**config.mk**
```make
export PLATFORM = sky130hd
export DESIGN_NAME = mux_adc_parallel_sequencer_port
export DESIGN_NICKNAME = d
export VERILOG_FILES = /design/src/core/adc_seq_pkg.sv /design/src/core/mux_adc_parallel_sequencer_port.sv /design/src/core/pin_sync.sv /design/src/core/seq_store.sv
export VERILOG_INCLUDE_DIRS = /design/src /design/src/core
export SDC_FILE = /design/constraint.sdc
export NUM_CORES = 1
export LEC_CHECK = 0
export BUFFER_PORTS_ARGS = -buffer_cell sky130_fd_sc_hd__buf_4
export CAP_MARGIN = 25
export CORE_ASPECT_RATIO = 2
export CORE_UTILIZATION = 55
export DETAILED_ROUTE_END_ITERATION = 10
export PLACE_DENSITY = 0.82
export SLEW_MARGIN = 30
export SYNTH_ARGS = -nofsm -noshare
export SYNTH_HDL_FRONTEND = slang
export SYNTH_HIERARCHICAL = 1
export SYNTH_SLANG_ARGS = --single-unit
```
**constraint.sdc**
```tcl
create_clock -name mclk_i -period 2.3 [get_ports mclk_i]
set_input_delay 0.23 -clock mclk_i [delete_from_list [all_inputs] [get_ports mclk_i]]
set_output_delay 0.23 -clock mclk_i [all_outputs]
set_load 0.02 [all_outputs]
```
**src/core/adc_seq_map.svh**
```systemverilog
// widths, field positions, reset values and timing counts of the converter control port
`ifndef ADC_SEQ_MAP_SVH
`define ADC_SEQ_MAP_SVH

`define RES_W          12
`define SEQ_DEPTH      16
`define SEQ_PTR_W      4
`define ENTRY_W        7
// entry layout: {input type, address[2:0], polarity, gain, last}
`define ENT_TYPE_BIT   6
`define ENT_ADDR_HI    5
`define ENT_ADDR_LO    3
`define ENT_POL_BIT    2
`define ENT_GAIN_BIT   1
`define ENT_LAST_BIT   0
`define ENTRY_RST      7'h00
`define PTR_RST        4'h0
`define PIN_SYNC_W     13
`define PIN_SYNC_RST   13'h1fff

`define CLK_PERIOD_NS  20
`define CONV_TIME_NS   2000
// longest time, rounded down to whole cycles
`define CONV_CYC       (`CONV_TIME_NS / `CLK_PERIOD_NS)
`define CNT_W          7

`endif

```
**src/core/adc_seq_pkg.sv**
```systemverilog
// types shared by the converter control port
`default_nettype none
`include "adc_seq_map.svh"
package adc_seq_pkg;

  typedef struct packed {
    logic       input_type_select;
    logic [2:0] addr;
    logic       pol;
    logic       gain;
    logic       last;
  } seq_entry_t;

  typedef enum logic [1:0] {
    MODE_DIRECT,
    MODE_SCAN,
    MODE_PROG,
    MODE_SEQ
  } op_mode_t;

  typedef enum logic {
    CONV_IDLE,
    CONV_RUN
  } conv_state_t;

  typedef struct packed {
    conv_state_t          st;
    logic [`CNT_W-1:0]    cnt;
    logic [`SEQ_PTR_W-1:0] ptr;
    logic [2:0]           scan;
    seq_entry_t           dcfg;
    seq_entry_t           ccfg;
    seq_entry_t           tag;
    logic [`RES_W-1:0]    res;
    logic                 wr_d;
    logic                 rd_d;
    logic                 cv_d;
    logic                 prog_d;
    logic [`RES_W-1:0]    dout;
    logic                 tdiff;
    logic [2:0]           taddr;
    logic                 oe;
  } state_t;

endpackage
`default_nettype wire

```
**src/core/mux_adc_parallel_sequencer_port.sv**
```systemverilog
// control, sequencer and parallel result port of the eight-channel sampling converter
`default_nettype none
`include "adc_seq_map.svh"
module mux_adc_parallel_sequencer_port
  import adc_seq_pkg::*;
(
  input  wire logic              mclk_i,                 // 50 MHz system clock
  input  wire logic              rst_n_i,                // async reset, active low
  input  wire logic [2:0]        channel_address_in_i,   // mux address pins
  input  wire logic              input_type_select_i,    // 1 differential, 0 single-ended
  input  wire logic              gain_select_i,          // 1 gain one, 0 gain two
  input  wire logic              polarity_select_i,      // 1 bipolar, 0 unipolar
  input  wire logic              wr_n_i,                 // write strobe, active low
  input  wire logic              rd_n_i,                 // read strobe, active low
  input  wire logic              cs_n_i,                 // chip select, active low
  input  wire logic              conversion_start_n_i,   // start on falling edge
  input  wire logic              power_down_n_i,         // shutdown, active low
  input  wire logic              mode_select_lo_i,       // mode pin zero
  input  wire logic              mode_select_hi_i,       // mode pin one
  input  wire logic [`RES_W-1:0] conv_data_i,            // converter core result
  output logic      [`RES_W-1:0] data_o,                 // result bus
  output logic                   data_oe_o,              // result bus enable
  output logic                   tag_input_type_out_o,   // type tag pin
  output logic      [2:0]        tag_address_out_o,      // address tag pins
  output logic                   busy_n_o,               // low while converting or programming
  output logic      [2:0]        mux_address_o,          // analog mux channel
  output logic                   mux_input_type_select_o,             // pair mode to analog front end
  output logic                   common_neg_en_o,        // common input in use
  output logic                   gain_two_o,             // front end gain of two
  output logic                   bipolar_o,              // bipolar span
  output logic                   sample_o,               // one-cycle hold pulse
  output logic                   nap_o,                  // nap power state
  output logic                   sleep_o                 // sleep power state
);
  // ************************************************************
  // pin synchronisers
  // ************************************************************
  logic [`PIN_SYNC_W-1:0] pins_s;
  logic [2:0] addr_s;
  logic       input_type_select_s, gain_s, pol_s, wr_s, rd_s, cs_s, cv_s, pd_s, m0_s, m1_s;

  pin_sync #(.W(`PIN_SYNC_W), .RST_VAL(`PIN_SYNC_RST)) u_sync (
    .mclk_i  (mclk_i),
    .rst_n_i (rst_n_i),
    .async_i ({channel_address_in_i, input_type_select_i, gain_select_i,
               polarity_select_i, wr_n_i, rd_n_i, cs_n_i, conversion_start_n_i,
               power_down_n_i, mode_select_lo_i, mode_select_hi_i}),
    .sync_o  (pins_s)
  );

  assign {addr_s, input_type_select_s, gain_s, pol_s, wr_s, rd_s, cs_s, cv_s, pd_s, m0_s, m1_s} = pins_s;

  // ************************************************************
  // mode decode and sequencer memory
  // ************************************************************
  function automatic op_mode_t mode_of(input logic hi, input logic lo);
    case ({hi, lo})
      2'b00:   mode_of = MODE_DIRECT;
      2'b01:   mode_of = MODE_SCAN;
      2'b10:   mode_of = MODE_PROG;
      default: mode_of = MODE_SEQ;
    endcase
  endfunction

  state_t     s_r, s_nxt;
  op_mode_t   mode;
  seq_entry_t pin_cfg, mem_rd, acq_cfg;
  logic       prog, asleep, wr_rise, rd_rise, cv_fall, start, done, mem_we;

  assign mode    = mode_of(m1_s, m0_s);
  assign prog    = (mode == MODE_PROG);
  assign asleep  = !pd_s;
  assign pin_cfg = '{input_type_select: input_type_select_s, addr: addr_s, pol: pol_s, gain: gain_s, last: 1'b0};
  assign wr_rise = wr_s && !s_r.wr_d;
  assign rd_rise = rd_s && !s_r.rd_d && !cs_s;
  assign cv_fall = !cv_s && s_r.cv_d && !cs_s;
  assign mem_we  = prog && wr_rise;
  // a start during a running conversion, programming or shutdown is dropped
  assign start   = cv_fall && (s_r.st == CONV_IDLE) && !prog && !asleep;
  assign done    = (s_r.st == CONV_RUN) && (s_r.cnt == `CNT_W'(`CONV_CYC - 1));

  seq_store u_store (
    .mclk_i  (mclk_i),
    .rst_n_i (rst_n_i),
    .we_i    (mem_we),
    .addr_i  (s_r.ptr),
    .wdata_i (pin_cfg),
    .rdata_o (mem_rd)
  );

  // configuration for the channel now being acquired
  always_comb begin
    acq_cfg = wr_s ? s_r.dcfg : pin_cfg;
    case (mode)
      MODE_SCAN: acq_cfg.addr = s_r.scan;
      MODE_SEQ:  acq_cfg = mem_rd;
      default:   ;
    endcase
  end

  // ************************************************************
  // state update
  // ************************************************************
  always_comb begin
    s_nxt        = s_r;
    s_nxt.wr_d   = wr_s;
    s_nxt.rd_d   = rd_s;
    s_nxt.cv_d   = cv_s;
    s_nxt.prog_d = prog;
    if (!wr_s) begin
      s_nxt.dcfg = pin_cfg;
    end
    // pointer restarts whenever program mode is entered or left
    if (prog != s_r.prog_d) begin
      s_nxt.ptr = `PTR_RST;
    end else if (mem_we || (prog && rd_rise)) begin
      s_nxt.ptr = s_r.ptr + `SEQ_PTR_W'(1);
    end else if (start && mode == MODE_SEQ) begin
      s_nxt.ptr = mem_rd.last ? `PTR_RST : s_r.ptr + `SEQ_PTR_W'(1);
    end
    if (start && mode == MODE_SCAN) begin
      s_nxt.scan = s_r.scan + 3'h1;
    end
    case (s_r.st)
      CONV_IDLE: begin
        if (start) begin
          s_nxt.st   = CONV_RUN;
          s_nxt.cnt  = '0;
          s_nxt.ccfg = acq_cfg;
        end
      end
      CONV_RUN: begin
        s_nxt.cnt = s_r.cnt + `CNT_W'(1);
        if (done) begin
          s_nxt.st  = CONV_IDLE;
          s_nxt.res = conv_data_i;
          s_nxt.tag = s_r.ccfg;
        end
      end
      default: s_nxt.st = CONV_IDLE;
    endcase
    // registered bus drivers
    s_nxt.oe = !rd_s && !cs_s;
    if (prog) begin
      s_nxt.dout  = {mem_rd.pol, mem_rd.gain, mem_rd.last, {(`RES_W-3){1'b0}}};
      s_nxt.tdiff = mem_rd.input_type_select;
      s_nxt.taddr = mem_rd.addr;
    end else begin
      s_nxt.dout  = s_r.res;
      s_nxt.tdiff = s_r.tag.input_type_select;
      s_nxt.taddr = s_r.tag.addr;
    end
  end

  always_ff @(posedge mclk_i or negedge rst_n_i) begin
    if (!rst_n_i) begin
      s_r <= '{st: CONV_IDLE, ptr: `PTR_RST, wr_d: 1'b1, rd_d: 1'b1, cv_d: 1'b1, default: '0};
    end else begin
      s_r <= s_nxt;
    end
  end

  // ************************************************************
  // outputs
  // ************************************************************
  // next configuration reaches the front end at the start edge: its channel acquires meanwhile
  seq_entry_t front;
  assign front = acq_cfg;

  assign data_o               = s_r.dout;
  assign data_oe_o            = s_r.oe;
  assign tag_input_type_out_o = s_r.tdiff;
  assign tag_address_out_o    = s_r.taddr;
  assign busy_n_o             = (s_r.st == CONV_IDLE) && !prog;
  assign mux_address_o        = front.addr;
  assign mux_input_type_select_o           = front.input_type_select;
  assign common_neg_en_o      = !front.input_type_select;
  assign gain_two_o           = !front.gain;
  assign bipolar_o            = front.pol;
  assign sample_o             = start;
  assign nap_o                = asleep && !cs_s;
  assign sleep_o              = asleep && cs_s;

  // ************************************************************
  // checks
  // ************************************************************
  chk_busy_span: assert property (@(posedge mclk_i) disable iff (!rst_n_i)
    start |=> (!busy_n_o [*8]) ##[0:120] (s_r.st == CONV_IDLE))
    else $error("busy did not span the conversion");

  chk_conv_len: assert property (@(posedge mclk_i) disable iff (!rst_n_i)
    start |-> ##101 (s_r.st == CONV_IDLE) && $past(s_r.st == CONV_RUN))
    else $error("conversion length wrong");

  chk_prog_busy: assert property (@(posedge mclk_i) disable iff (!rst_n_i)
    prog |-> !busy_n_o)
    else $error("busy released in program mode");

  chk_bus_enable: assert property (@(posedge mclk_i) disable iff (!rst_n_i)
    data_oe_o |-> $past(!rd_s && !cs_s))
    else $error("bus driven without read and select");

  chk_start_cs: assert property (@(posedge mclk_i) disable iff (!rst_n_i)
    cs_s && (s_r.st == CONV_IDLE) |=> (s_r.st == CONV_IDLE))
    else $error("conversion started without select");

  chk_result_tag: assert property (@(posedge mclk_i) disable iff (!rst_n_i)
    done |=> (s_r.tag == $past(s_r.ccfg)) && (s_r.res == $past(conv_data_i)))
    else $error("result or tag not captured");

  chk_prog_step: assert property (@(posedge mclk_i) disable iff (!rst_n_i)
    mem_we && (prog == s_r.prog_d) |=> s_r.ptr == $past(s_r.ptr) + `SEQ_PTR_W'(1))
    else $error("pointer did not advance on write");

  chk_seq_wrap: assert property (@(posedge mclk_i) disable iff (!rst_n_i)
    start && mode == MODE_SEQ && mem_rd.last && (prog == s_r.prog_d) |=> s_r.ptr == `PTR_RST)
    else $error("sequence did not wrap after last entry");

  chk_power_state: assert property (@(posedge mclk_i) disable iff (!rst_n_i)
    !pd_s |-> (nap_o != sleep_o) && (nap_o == !cs_s))
    else $error("power state wrong");

  chk_readback_top: assert property (@(posedge mclk_i) disable iff (!rst_n_i)
    prog && $past(prog) |-> data_o[`RES_W-1 -: 3] == $past({mem_rd.pol, mem_rd.gain, mem_rd.last}))
    else $error("readback fields misplaced");

  chk_common_off: assert property (@(posedge mclk_i) disable iff (!rst_n_i)
    common_neg_en_o != mux_input_type_select_o)
    else $error("common input state disagrees with pair mode");

  chk_direct_type: assert property (@(posedge mclk_i) disable iff (!rst_n_i)
    (mode == MODE_DIRECT) && !wr_s |-> (mux_input_type_select_o == input_type_select_s) && (mux_address_o == addr_s))
    else $error("type or address not passed through");

  chk_direct_gain: assert property (@(posedge mclk_i) disable iff (!rst_n_i)
    (mode == MODE_DIRECT) && !wr_s |-> gain_two_o == !gain_s)
    else $error("gain select not passed through");

  chk_direct_span: assert property (@(posedge mclk_i) disable iff (!rst_n_i)
    (mode == MODE_DIRECT) && !wr_s |-> bipolar_o == pol_s)
    else $error("polarity select not passed through");

  chk_direct_latch: assert property (@(posedge mclk_i) disable iff (!rst_n_i)
    (mode == MODE_DIRECT) && wr_rise
      |-> {mux_input_type_select_o, mux_address_o} == $past({input_type_select_s, addr_s}))
    else $error("write edge did not latch the configuration");

  chk_latch_hold: assert property (@(posedge mclk_i) disable iff (!rst_n_i)
    wr_s |=> $stable(s_r.dcfg))
    else $error("latched configuration moved while write high");

  chk_start_take: assert property (@(posedge mclk_i) disable iff (!rst_n_i)
    start |=> !busy_n_o && (s_r.ccfg == $past(acq_cfg)))
    else $error("start edge not taken");

  chk_busy_release: assert property (@(posedge mclk_i) disable iff (!rst_n_i)
    !prog && (s_r.st == CONV_IDLE) |-> busy_n_o)
    else $error("busy held low outside conversion and programming");

  chk_scan_step: assert property (@(posedge mclk_i) disable iff (!rst_n_i)
    start && (mode == MODE_SCAN) |=> (s_r.scan == $past(s_r.scan) + 3'h1)
      && ((mode != MODE_SCAN) || (mux_address_o == s_r.scan)))
    else $error("scan address did not move on at the start");

  chk_seq_step: assert property (@(posedge mclk_i) disable iff (!rst_n_i)
    start && (mode == MODE_SEQ) && !mem_rd.last && (prog == s_r.prog_d)
      |=> s_r.ptr == $past(s_r.ptr) + `SEQ_PTR_W'(1))
    else $error("sequence did not step to the next entry");

  chk_readback_step: assert property (@(posedge mclk_i) disable iff (!rst_n_i)
    prog && rd_rise && (prog == s_r.prog_d) |=> s_r.ptr == $past(s_r.ptr) + `SEQ_PTR_W'(1))
    else $error("read release did not advance the pointer");

  chk_readback_tag: assert property (@(posedge mclk_i) disable iff (!rst_n_i)
    prog && $past(prog) |-> {tag_input_type_out_o, tag_address_out_o} == $past({mem_rd.input_type_select, mem_rd.addr}))
    else $error("readback tags wrong");

  chk_result_bus: assert property (@(posedge mclk_i) disable iff (!rst_n_i)
    !prog && !$past(prog) |-> data_o == $past(s_r.res))
    else $error("result bus does not carry the result");

  chk_conv_tag: assert property (@(posedge mclk_i) disable iff (!rst_n_i)
    !prog && !$past(prog) |-> {tag_input_type_out_o, tag_address_out_o} == $past({s_r.tag.input_type_select, s_r.tag.addr}))
    else $error("conversion tags wrong");

  chk_start_refused: assert property (@(posedge mclk_i) disable iff (!rst_n_i)
    asleep || prog || (s_r.st == CONV_RUN) |-> !start)
    else $error("start taken while refused");

  chk_oe_follow: assert property (@(posedge mclk_i) disable iff (!rst_n_i)
    !rd_s && !cs_s |=> data_oe_o)
    else $error("bus not driven during read");
endmodule // mux_adc_parallel_sequencer_port
`default_nettype wire

```
**src/core/pin_sync.sv**
```systemverilog
// two-flop synchroniser for the asynchronous host pins
`default_nettype none
module pin_sync #(
  parameter int          W       = 1,
  parameter logic [W-1:0] RST_VAL = '0
) (
  input  wire logic         mclk_i,   // system clock
  input  wire logic         rst_n_i,  // async reset, active low
  input  wire logic [W-1:0] async_i,  // raw pins
  output logic      [W-1:0] sync_o    // synchronised copy
);
  logic [W-1:0] meta_r;
  logic [W-1:0] sync_r;

  always_ff @(posedge mclk_i or negedge rst_n_i) begin
    if (!rst_n_i) begin
      meta_r <= RST_VAL;
      sync_r <= RST_VAL;
    end else begin
      meta_r <= async_i;
      sync_r <= meta_r;
    end
  end

  assign sync_o = sync_r;
endmodule // pin_sync
`default_nettype wire

```
**src/core/seq_store.sv**
```systemverilog
// sixteen-entry sequencer memory, one write port and one read port
`default_nettype none
`include "adc_seq_map.svh"
module seq_store
  import adc_seq_pkg::*;
(
  input  wire logic                  mclk_i,   // system clock
  input  wire logic                  rst_n_i,  // async reset, active low
  input  wire logic                  we_i,     // write strobe
  input  wire logic [`SEQ_PTR_W-1:0] addr_i,   // entry index
  input  wire seq_entry_t            wdata_i,  // entry to store
  output seq_entry_t                 rdata_o   // entry at addr_i
);
  seq_entry_t mem_r [`SEQ_DEPTH];

  always_ff @(posedge mclk_i or negedge rst_n_i) begin
    if (!rst_n_i) begin
      for (int i = 0; i < `SEQ_DEPTH; i++) begin
        mem_r[i] <= `ENTRY_RST;
      end
    end else if (we_i) begin
      mem_r[addr_i] <= wdata_i;
    end
  end

  assign rdata_o = mem_r[addr_i];
endmodule // seq_store
`default_nettype wire

```
==> qor.txt, run 1 <==
Final GP Congestion: 0.804
Total GRT Usage: 25.3%
Distinct cell type count after synthesis: 50
Worst-path clk slew: 80 ps
Initial Util: 56.5%
Critical Path AT: 2490 ps
# fillers: 980
Initial DRC count: 305
Top delay family on crit path: multiplexers
Worst-Margin Slew: 574 ps
Drt drc: 0
Max frequency: 0.368 GHz
Setup crit start kind: flop
Min Tclk post-route: 2720 ps
Worst reg2reg path startpoint: s_r[57]$_DFFE_PN0P_
Gr busiest metal: met2
Final HPWL DP: 12.9 mm
Max IR drop VDD: 0.000562 V
GRT overflow: 0
RSZ-0062 raised after global routing: yes
ANT nets after route: 0
Post-layout instance area: 10500 um^2
Area growth from synthesis to layout: 21.0%
Hold_sp: conv_data_i[11]
Longest Clk Path Bufs: 2
Max stage delay on crit path: 550 ps
CTS Sinks: 200
Max_cap viols: 0
Hold Crit Class: input port to flop
Setup Skew: 8.28 ps
Core ar.: 15300 um^2
Slowest CP cell: mux4_2
Sequential area share after synthesis: 58.3%
Crit path launch: s_r[57]$_DFFE_PN0P_
Pin count of the biggest net entering global routing: 68
Leak pwr: 4.94 nW
Vias: 5229
Top FF cell, synth: dfrtp_1
Final worst path period share: 118%
Mean Syn Cell Area: 15.0 um^2
Met2 global-route usage: 46.8%
Diodes inserted: 0
Vias per inst: 5.85
Crit-path cells: buf_6 -> buf_12 -> mux4_2 -> a22oi_2 -> nand2_1 -> mux2_4 -> buf_6
Finished Layout Cells: 894
CTS tree: yes
First-pass GRT wire length: 30.4 mm
Yosys top cell area share: 49.5%
Top post-synthesis cells by count: dfrtp_1, mux2_2, nand2_1
Rows: 64
Post-place instance area: 9410 um^2
Routing usage on met3: 4.81%
Count leader, synth: dfrtp_1
Die H: 179 um
Failing checks: negative setup slack
Ys async rst share: 100%
Final hold viol count: 0
Pre-antenna DRT Iters: 4
Post-Place Setup Slack: 35.9 ps
Vias in the first global route: 5724
CTS buffer count: 17
Post-Syn Area: 8650 um^2
Ratio of cells with drive above 1 in the final layout: 55.5%
Critical path class: flop to output port
Die area: 16300 um^2
Die width: 90.7 um
PnR worst setup slack: -419 ps
CP endpoint kind: output port
Pwr Density: 950 nW/um^2
Detailed Route WL: 19.2 mm
Synthesized instance count: 575
Buffers on Ports: 54
Final nets: 713
Number of synthesized flops with an enable pin: 0
Worst skew pair latency: 430 ps
Wire per inst: 21.5 um
Status: finished with violations
Leading area contributor after synthesis: dfrtp_1
Worst Path Max Fanout: 6
Root buf cell: clkbuf_16
Max-slew headroom: 61.7%
Initial antenna violation count: 0
Worst Path Buf+Inv: 3
CP most frequent cell: buf_6
IO Pins: 55
Synthesis Warnings: 6
Top post-synthesis cells by area: dfrtp_1, mux2_2, dfstp_2
H-Tree Depth: 4
Dpl cells: 828
Final Max Slew Viols: 0
Yosys reg bits: 200
Setup Viol. Count Final: 9
CP required: 2070 ps
Met1 usage: 24.8%
[state kept, by name (all words and copies together) (netlist names)]
signal	flops
u_store/mem_r	112
u_sync/sync_o	13
u_sync/meta_r	13
s_r	45
data_o	12
tag_input_type_out_o	1
data_oe_o	1
tag_address_out_o	3
[kinds of logic (layout without fill, tap and decap cells)]
family | count (synthesis) | after routing | share of synthesized area [%]
other | 1 | 7 | 0.0434
multiplexers | 174 | 174 | 26.6
adder cells (fa/ha/maj) | 3 | 3 | 0.434
XOR/XNOR | 6 | 6 | 0.608
flip-flops | 200 | 200 | 58.3
AND/OR/NAND/NOR | 114 | 114 | 7.91
buffers and inverters | 48 | 163 | 3.62
AO/OA/AOI/OAI | 29 | 29 | 2.44
[final timing paths]
kind / end / slack [ps] / cells past startpoint
max: bipolar_o / -420 / 7
min: s_r[32]$_DFFE_PN0P_ / 20 / 2
min reg2reg: u_sync/sync_o[1]$_DFF_PN1_ / 350 / 0
min in group asynchronous: data_o[0]$_DFF_PN0_ / 340 / 2
max in group asynchronous: u_sync/meta_r[11]$_DFF_PN1_ / 1180 / 3
max reg2reg: s_r[59]$_DFFE_PN0P_ / -40 / 9
[metrics by stage]
| stage | power, mW | util [%] | hold WS, ps | TNS, ps |
|---|---|---|---|---|
| 2_1_floorplan | 5.65 | - | -65.6 | 0 |
| 3_3_place_gp | 6.20 | 61.5 | 257 | 0 |
| 3_5_place_dp | 6.31 | 61.5 | 259 | 0 |
| 4_1_cts | 9.84 | 67.9 | 8.47 | -1730 |
| 5_1_grt | 10.4 | 68.4 | 11.8 | -2870 |
| 6_report | 9.94 | 68.4 | 23.7 | -2170 |
[repair_timing]
action / 4_1_cts / 5_1_grt
pin swaps: 13 / 6
resized for setup: 22 / 10
endpoints found under the setup margin: 9 / 12
buffers inserted: 14 / 7
cloned: 1 / 0
hold endpoints to repair: 76 / 0
hold buffers: 14 / 0
[area by class of cell]
class	instances	area [um^2]	share of cell area, %
Tap cell	198	248	2.37
Clock inverter	15	206	1.97
Timing Repair Buffer	128	1130	10.8
Sequential cell	200	5040	48.2
Inverter	3	11.3	0.108
Clock buffer	17	425	4.06
Multi-Input combinational cell	333	3410	32.6
[cells in the final DEF, fill, tap and decap left out, types with 8 or more instances in the layout]
master and count:
a22oi_2 8, and2_1 10, buf_4 99, clkbuf_16 17
dfrtp_1 170, dfstp_2 29, dlygate4sd3_1 14, mux2_2 129
mux2_4 11, mux4_2 28, nand2_1 40, nand3_1 9
nor2_1 11
[metal layers]
| layer | vias up | wire length [um] |
|---|---|---|
| met2 | 189 | 10900 |
| met5 | - | 0 |
| met1 | 2706 | 6460 |
| met3 | 88 | 640 |
| met4 | 0 | 1240 |
| li1 | 2246 | - |
[where the power goes]
group	switching [mW]	leakage, nW	internal [mW]
clock	1.40	0.308	1.77
combinational	1.13	2.05	1.36
sequential	0.315	2.58	3.97
(Power assumes the default switching activity.)
==> run 2, diff against run 1 <==
--- a/config.mk
+++ b/config.mk
@@ -8,8 +8,10 @@
 export LEC_CHECK = 0
 export BUFFER_PORTS_ARGS = -buffer_cell sky130_fd_sc_hd__buf_4
 export CAP_MARGIN = 25
+export CELL_PAD_IN_SITES_DETAIL_PLACEMENT = 0
+export CELL_PAD_IN_SITES_GLOBAL_PLACEMENT = 1
 export CORE_ASPECT_RATIO = 2
-export CORE_UTILIZATION = 55
+export CORE_UTILIZATION = 46
 export DETAILED_ROUTE_END_ITERATION = 10
 export PLACE_DENSITY = 0.82
 export SLEW_MARGIN = 30
==> constraint.sdc (replaced) <==
create_clock -name mclk_i -period 2.3 [get_ports mclk_i]
set_input_delay 0.23 -clock mclk_i [delete_from_list [all_inputs] [get_ports mclk_i]]
set_output_delay 0.23 -clock mclk_i [all_outputs]
set_load 0.1 [all_outputs]
==> run 2 against run 1 <==
The run still ends with negative setup slack left. Register-to-register slack gained 110 ps. Routed wire length is 3.8% lower. Design area is 0.35% higher. Combinational power grew 20%. Highest routed layer unchanged. Final cell count up 1.7%. Clock skew about the same. Clock power shrank 7.6%. Critical path depth is the same. Sequential share of layout area fell by 0.17 points. Core utilization is 11 points lower. First-iteration DRC count decreased by 44%.
==> qor.txt, run 2 (same netlist as run 1, synthesis figures left out) <==
Final Util: 57.4% (was 68.4%)
Final hold viol count: 0 (unchanged)
Die area: 19400 um^2 (was 16300 um^2)
Reg2reg setup slack: 70 ps (was -40 ps)
Critical Path AT: 2420 ps (was 2490 ps)
Setup Viol. Count Final: 7 (was 9)
Met1 usage: 20.8% (was 24.8%)
Status: finished with violations (unchanged)
Pwr Density: 972 nW/um^2 (was 950 nW/um^2)
Routing usage on met3: 3.10% (was 4.81%)
Leading cell type in the layout, fill and taps excluded: dfrtp_1 (unchanged)
Ratio of cells with drive above 1 in the final layout: 56.7% (was 55.5%)
H-Tree Depth: 4 (unchanged)
# fillers: 1400 (was 980)
Reg2reg end: s_r[60]$_DFFE_PN0P_ (was s_r[59]$_DFFE_PN0P_)
GRT overflow: 0 (unchanged)
Root buf cell: clkbuf_16 (unchanged)
Final nets: 710 (was 713)
Multi-input gate area: 3480 um^2 (was 3410 um^2)
Flip-flop and latch area: 5040 um^2 (unchanged)
Largest regs: u_store/mem_r (112), s_r (45) (unchanged)
Die width: 99.0 um (was 90.7 um)
Vias per inst: 5.59 (was 5.85)
Final GP Congestion: 0.787 (was 0.804)
Drt drc: 0 (unchanged)
PnR worst setup slack: -354 ps (was -419 ps)
Met2 global-route usage: 39.8% (was 46.8%)
First-pass GRT wire length: 29.8 mm (was 30.4 mm)
CP required: 2070 ps (about the same)
CTS buffer count: 17 (unchanged)
Final worst path period share: 115% (was 118%)
Hold path depth: 2 (unchanged)
Vias in the first global route: 5568 (was 5724)
Post-layout instance area: 10500 um^2 (about the same)
Final HPWL DP: 13.3 mm (was 12.9 mm)
Most frequent cells in the layout: dfrtp_1, mux2_2, buf_4 (unchanged)
Die H: 196 um (was 179 um)
Worst reg2reg path startpoint: s_r[57]$_DFFE_PN0P_ (unchanged)
Worst Hold End: s_r[23]$_DFFE_PN0P_ (was s_r[32]$_DFFE_PN0P_)
Longest Clk Path Bufs: 2 (unchanged)
Initial Util: 47.2% (was 56.5%)
Critical path class: flop to output port (unchanged)
Buffers on Ports: 54 (unchanged)
Worst skew pair latency: 430 ps (about the same)
FF-to-FF path depth: 8 (was 9)
Initial DRC count: 171 (was 305)
Hold Crit Class: input port to flop (unchanged)
Gr busiest metal: met2 (unchanged)
Max frequency: 0.377 GHz (was 0.368 GHz)
CTS tree: yes (unchanged)
Hold_sp: conv_data_i[2] (was conv_data_i[11])
CTS Sinks: 200 (unchanged)
Post-layout total power: 10.2 mW (was 9.94 mW)
IO Pins: 55 (unchanged)
ANT nets after route: 0 (unchanged)
Setup Skew: 7.91 ps (was 8.28 ps)
Total GRT Usage: 20.7% (was 25.3%)
Largest Register: u_store/mem_r (unchanged)
Area growth from synthesis to layout: 21.4% (was 21.0%)
Vias: 5079 (was 5229)
Max_cap viols: 0 (unchanged)
Pin count of the biggest net entering global routing: 81 (was 68)
Max IR drop VDD: 0.000573 V (was 0.000562 V)
Setup crit start kind: flop (unchanged)
Leak pwr: 4.90 nW (was 4.94 nW)
Wire per inst: 20.4 um (was 21.5 um)
Post-Place Setup Slack: -1.33 ps (was 35.9 ps)
Final Max Slew Viols: 0 (unchanged)
Pre-antenna DRT Iters: 4 (unchanged)
Max-slew headroom: 53.8% (was 61.7%)
Min Tclk post-route: 2650 ps (was 2720 ps)
Initial antenna violation count: 0 (unchanged)
Diodes inserted: 0 (unchanged)
CP endpoint kind: output port (unchanged)
Detailed Route WL: 18.5 mm (was 19.2 mm)
Worst-Margin Slew: 694 ps (was 574 ps)
RSZ-0062 raised after global routing: yes (unchanged)
Worst Path Max Fanout: 12 (was 6)
Failing checks: negative setup slack (unchanged)
Core ar.: 18300 um^2 (was 15300 um^2)
Rows: 70 (was 64)
Worst-path clk slew: 70 ps (was 80 ps)
Final TNS setup: -2140 ps (was -2170 ps)
Post-place instance area: 9510 um^2 (was 9410 um^2)
Number of flip-flops in the largest register: 112 (unchanged)
run 2: metal layers:
metal	wire, um	vias to the layer above
met2	11000	109
met4	754	0
met5	0	-
li1	-	2249
met3	424	47
met1	6300	2674
run 2: stage by stage:
stage | hold WS (ps) | instances
floorplan | -65.6 | 581
global placement | 305 | 848
detailed placement | 313 | 848
CTS | 11.0 | 901
global route | 16.2 | 909
finish | 27.8 | 909
run 2: final cells by class:
cell class | instances | area share (%)
Timing Repair Buffer | 125 | 10.6
Clock inverter | 11 | 1.18
Multi-Input combinational cell | 333 | 33.1
Tap cell | 216 | 2.57
Clock buffer | 21 | 4.38
Sequential cell | 200 | 48.0
Inverter | 3 | 0.143
run 2: where the power goes:
part / switching [mW] / total [mW] / internal (mW)
clock: 1.27 / 2.93 / 1.66
sequential: 0.309 / 4.28 / 3.98
combinational: 1.62 / 3.00 / 1.37
run 2: how the worst max path moves through the flow:
stage / cells past startpoint / endpoint / slack (ps) / start
6_report: 7 / mux_input_type_select_o / -350 / s_r[57]$_DFFE_PN0P_
5_1_grt: 7 / mux_input_type_select_o / -430 / s_r[57]$_DFFE_PN0P_
2_1_floorplan: 7 / mux_input_type_select_o / -800 / s_r[57]$_DFFE_PN0P_
3_5_place_dp: 7 / mux_address_o[0] / -1 / s_r[57]$_DFFE_PN0P_
4_1_cts: 7 / mux_address_o[0] / -410 / s_r[57]$_DFFE_PN0P_
3_3_place_gp: 7 / mux_address_o[0] / 6 / s_r[57]$_DFFE_PN0P_
run 2: timing repair:
item                                   4_1_cts  5_1_grt
buffers inserted                             7        8
pin swaps                                    2        1
setup endpoints to repair                    7       12
endpoints found under the hold margin       78        0
hold buffers                                14        0
gates resized for setup                     27       11
run 2: critical path, cell delays in order, from the launching register on:
cell,delay [ps]
dfrtp_2,420
buf_12,160
mux4_2,510
a22oi_2,220
nand2_2,100
mux2i_4,250
clkinvlp_4,130
buf_6,190
==> run 3, diff against run 2 <==
--- a/config.mk
+++ b/config.mk
@@ -8,10 +8,10 @@
 export LEC_CHECK = 0
 export BUFFER_PORTS_ARGS = -buffer_cell sky130_fd_sc_hd__buf_4
 export CAP_MARGIN = 25
-export CELL_PAD_IN_SITES_DETAIL_PLACEMENT = 0
-export CELL_PAD_IN_SITES_GLOBAL_PLACEMENT = 1
+export CELL_PAD_IN_SITES_DETAIL_PLACEMENT = 2
+export CELL_PAD_IN_SITES_GLOBAL_PLACEMENT = 2
 export CORE_ASPECT_RATIO = 2
-export CORE_UTILIZATION = 46
+export CORE_UTILIZATION = 40
 export DETAILED_ROUTE_END_ITERATION = 10
 export PLACE_DENSITY = 0.82
 export SLEW_MARGIN = 30
==> run 3 against run 2 <==
The run still ends with negative setup slack left. Core utilization shrank 6.4 points. Design area up 2.4%. Register-to-register slack worse by 180 ps. Sequential share of layout area is 1.1 points lower. Clock skew up 3.0 ps. Fmax decreased by 7.7%. Flip-flop and latch count stayed put. Setup slack lost 220 ps. Sequential power up 3%. Via count grew 11%. Critical path depth up 1. Global-route usage up 7.6 points. Largest power group unchanged.
==> qor.txt, run 3 (same netlist as run 1, synthesis figures left out) <==
Status: finished with violations (unchanged)
Failing checks: negative setup slack (unchanged)
Most frequent cells in the layout: dfrtp_1, mux2_2, buf_4 (unchanged)
Setup Viol. Count Final: 14 (was 7)
Wire per inst: 32.5 um (was 20.4 um)
Largest regs: u_store/mem_r (112), s_r (45) (unchanged)
Final hold viol count: 0 (unchanged)
Final HPWL DP: 17.2 mm (was 13.3 mm)
Longest Clk Path Bufs: 2 (unchanged)
Area growth from synthesis to layout: 24.3% (was 21.4%)
Vias: 5637 (was 5079)
First-pass GRT wire length: 44.7 mm (was 29.8 mm)
Top delay family on crit path: multiplexers (unchanged)
CTS buffer count: 17 (unchanged)
ANT nets after route: 0 (unchanged)
Buffers on Ports: 54 (unchanged)
Final Util: 50.9% (was 57.4%)
Largest Register: u_store/mem_r (unchanged)
Initial antenna violation count: 0 (unchanged)
Max frequency: 0.348 GHz (was 0.377 GHz)
Rows: 75 (was 70)
CP endpoint kind: output port (unchanged)
Leading cell type in the layout, fill and taps excluded: dfrtp_1 (unchanged)
CTS tree: yes (unchanged)
Post-layout total power: 11.0 mW (was 10.2 mW)
Worst-Margin Slew: 604 ps (was 694 ps)
Ratio of cells with drive above 1 in the final layout: 57.2% (was 56.7%)
# fillers: 1866 (was 1400)
Detailed Route WL: 31.3 mm (was 18.5 mm)
Vias per inst: 5.84 (was 5.59)
Pin count of the biggest net entering global routing: 62 (was 81)
Pre-antenna DRT Iters: 4 (unchanged)
Die width: 106 um (was 99.0 um)
PnR worst setup slack: -575 ps (was -354 ps)
Worst Path Max Fanout: 6 (was 12)
Worst skew pair latency: 460 ps (was 430 ps)
Die H: 210 um (was 196 um)
Total GRT Usage: 28.3% (was 20.7%)
Max stage delay on crit path: 580 ps (was 510 ps)
RSZ-0062 raised after global routing: yes (unchanged)
Critical Path AT: 2650 ps (was 2420 ps)
Worst-path clk slew: 80 ps (was 70 ps)
Final GP Congestion: 0.776 (was 0.787)
Initial Util: 41.0% (was 47.2%)
Diodes inserted: 0 (unchanged)
Drt drc: 0 (unchanged)
CP required: 2070 ps (about the same)
Die area: 22200 um^2 (was 19400 um^2)
IO Pins: 55 (unchanged)
Leak pwr: 4.96 nW (was 4.90 nW)
Root buf cell: clkbuf_16 (unchanged)
Setup Skew: 10.9 ps (was 7.91 ps)
Max IR drop VDD: 0.000799 V (was 0.000573 V)
GRT overflow: 0 (unchanged)
Max-slew headroom: 59.7% (was 53.8%)
Pwr Density: 1020 nW/um^2 (was 972 nW/um^2)
Final Max Slew Viols: 0 (unchanged)
Core ar.: 21100 um^2 (was 18300 um^2)
Setup crit start kind: flop (unchanged)
Critical path class: flop to output port (unchanged)
Hold Crit Class: input port to flop (unchanged)
Number of flip-flops in the largest register: 112 (unchanged)
Max_cap viols: 0 (unchanged)
Vias in the first global route: 6683 (was 5568)
Crit-path cells: buf_12 -> buf_16 -> mux4_2 -> a22oi_2 -> nand2_2 -> mux2i_4 -> a21oi_4 -> buf_6 (was buf_12 -> mux4_2 -> a22oi_2 -> nand2_2 -> mux2i_4 -> clkinvlp_4 -> buf_6)
Min Tclk post-route: 2880 ps (was 2650 ps)
Final worst path period share: 125% (was 115%)
Worst Path Buf+Inv: 3 (unchanged)
Initial DRC count: 381 (was 171)
Slowest CP cell: mux4_2 (unchanged)
Final nets: 713 (was 710)
Final TNS setup: -4080 ps (was -2140 ps)
H-Tree Depth: 4 (unchanged)
CTS Sinks: 200 (unchanged)
-- run 3: cell count changes in the layout (fill, tap and decap cells not counted), sizes merged --
cell,before,now
inv,2,3
clkinvlp,4,3
buf,110,112
clkbuf,22,24
clkinv,6,5
-- run 3: layout make-up --
type                            count  area [um^2]  share of cell area [%]
Inverter                            3         15.0                   0.140
Tap cell                          269          337                    3.13
Multi-Input combinational cell    333         3520                    32.8
Timing Repair Buffer              128         1240                    11.6
Clock buffer                       22          475                    4.42
Sequential cell                   200         5040                    46.9
Clock inverter                     10          116                    1.08
-- run 3: routing by layer --
metal / global-route usage [%] / wire length, um / up-vias
li1: - / - / 2242
met1: 29.2 / 10900 / 3059
met2: 52.3 / 17400 / 219
met3: 4.70 / 1100 / 117
met4: 17.4 / 1980 / 0
met5: 0 / 0 / -
-- run 3: final timing paths --
path                                              end  cells past startpoint  slack [ps]                        from
max reg2reg                       s_r[60]$_DFFE_PN0P_                      8        -110         s_r[57]$_DFFE_PN0P_
min reg2reg                u_sync/sync_o[5]$_DFF_PN1_                      0         360  u_sync/meta_r[5]$_DFF_PN1_
min in group asynchronous         data_o[5]$_DFF_PN0_                      2         330                     rst_n_i
min                               s_r[23]$_DFFE_PN0P_                      2          20              conv_data_i[2]
max                                  mux_address_o[2]                      8        -580         s_r[57]$_DFFE_PN0P_
max in group asynchronous  u_sync/sync_o[6]$_DFF_PN1_                      3        1180                     rst_n_i
-- run 3: worst reg2reg max path, delay by kind of cell, from the launching register on --
| family | cells | cell delay (ps) |
|---|---|---|
| AOI/OAI and AO/OA | 3 | 680 |
| muxes | 1 | 510 |
| and+or+nand+nor | 2 | 440 |
| buffers and inverters | 2 | 310 |
| DFF | 1 | 420 |
-- run 3: power by group --
part / internal, mW / switching (mW)
combinational: 1.46 / 1.97
sequential: 3.97 / 0.431
clock: 1.70 / 1.44
total: 7.13 / 3.84
-- run 3: metrics by stage --
step	hold WS [ps]	setup WS (ps)	instances	cell area, um^2
3_3_place_gp	240	7.94	909	9660
6_report	15.9	-575	965	10800
2_1_floorplan	-65.6	-802	581	8770
3_5_place_dp	259	-109	909	9660
4_1_cts	1.53	-446	962	10600
5_1_grt	18.3	-602	965	10800
-- run 3: timing repair --
item | 4_1_cts | 5_1_grt
hold endpoints to repair | 61 | 0
hold buffers | 14 | 0
buffers inserted | 6 | 2
setup endpoints to repair | 15 | 22
cloned | 1 | 1
gates resized for setup | 35 | 17
pin swaps | 0 | 4
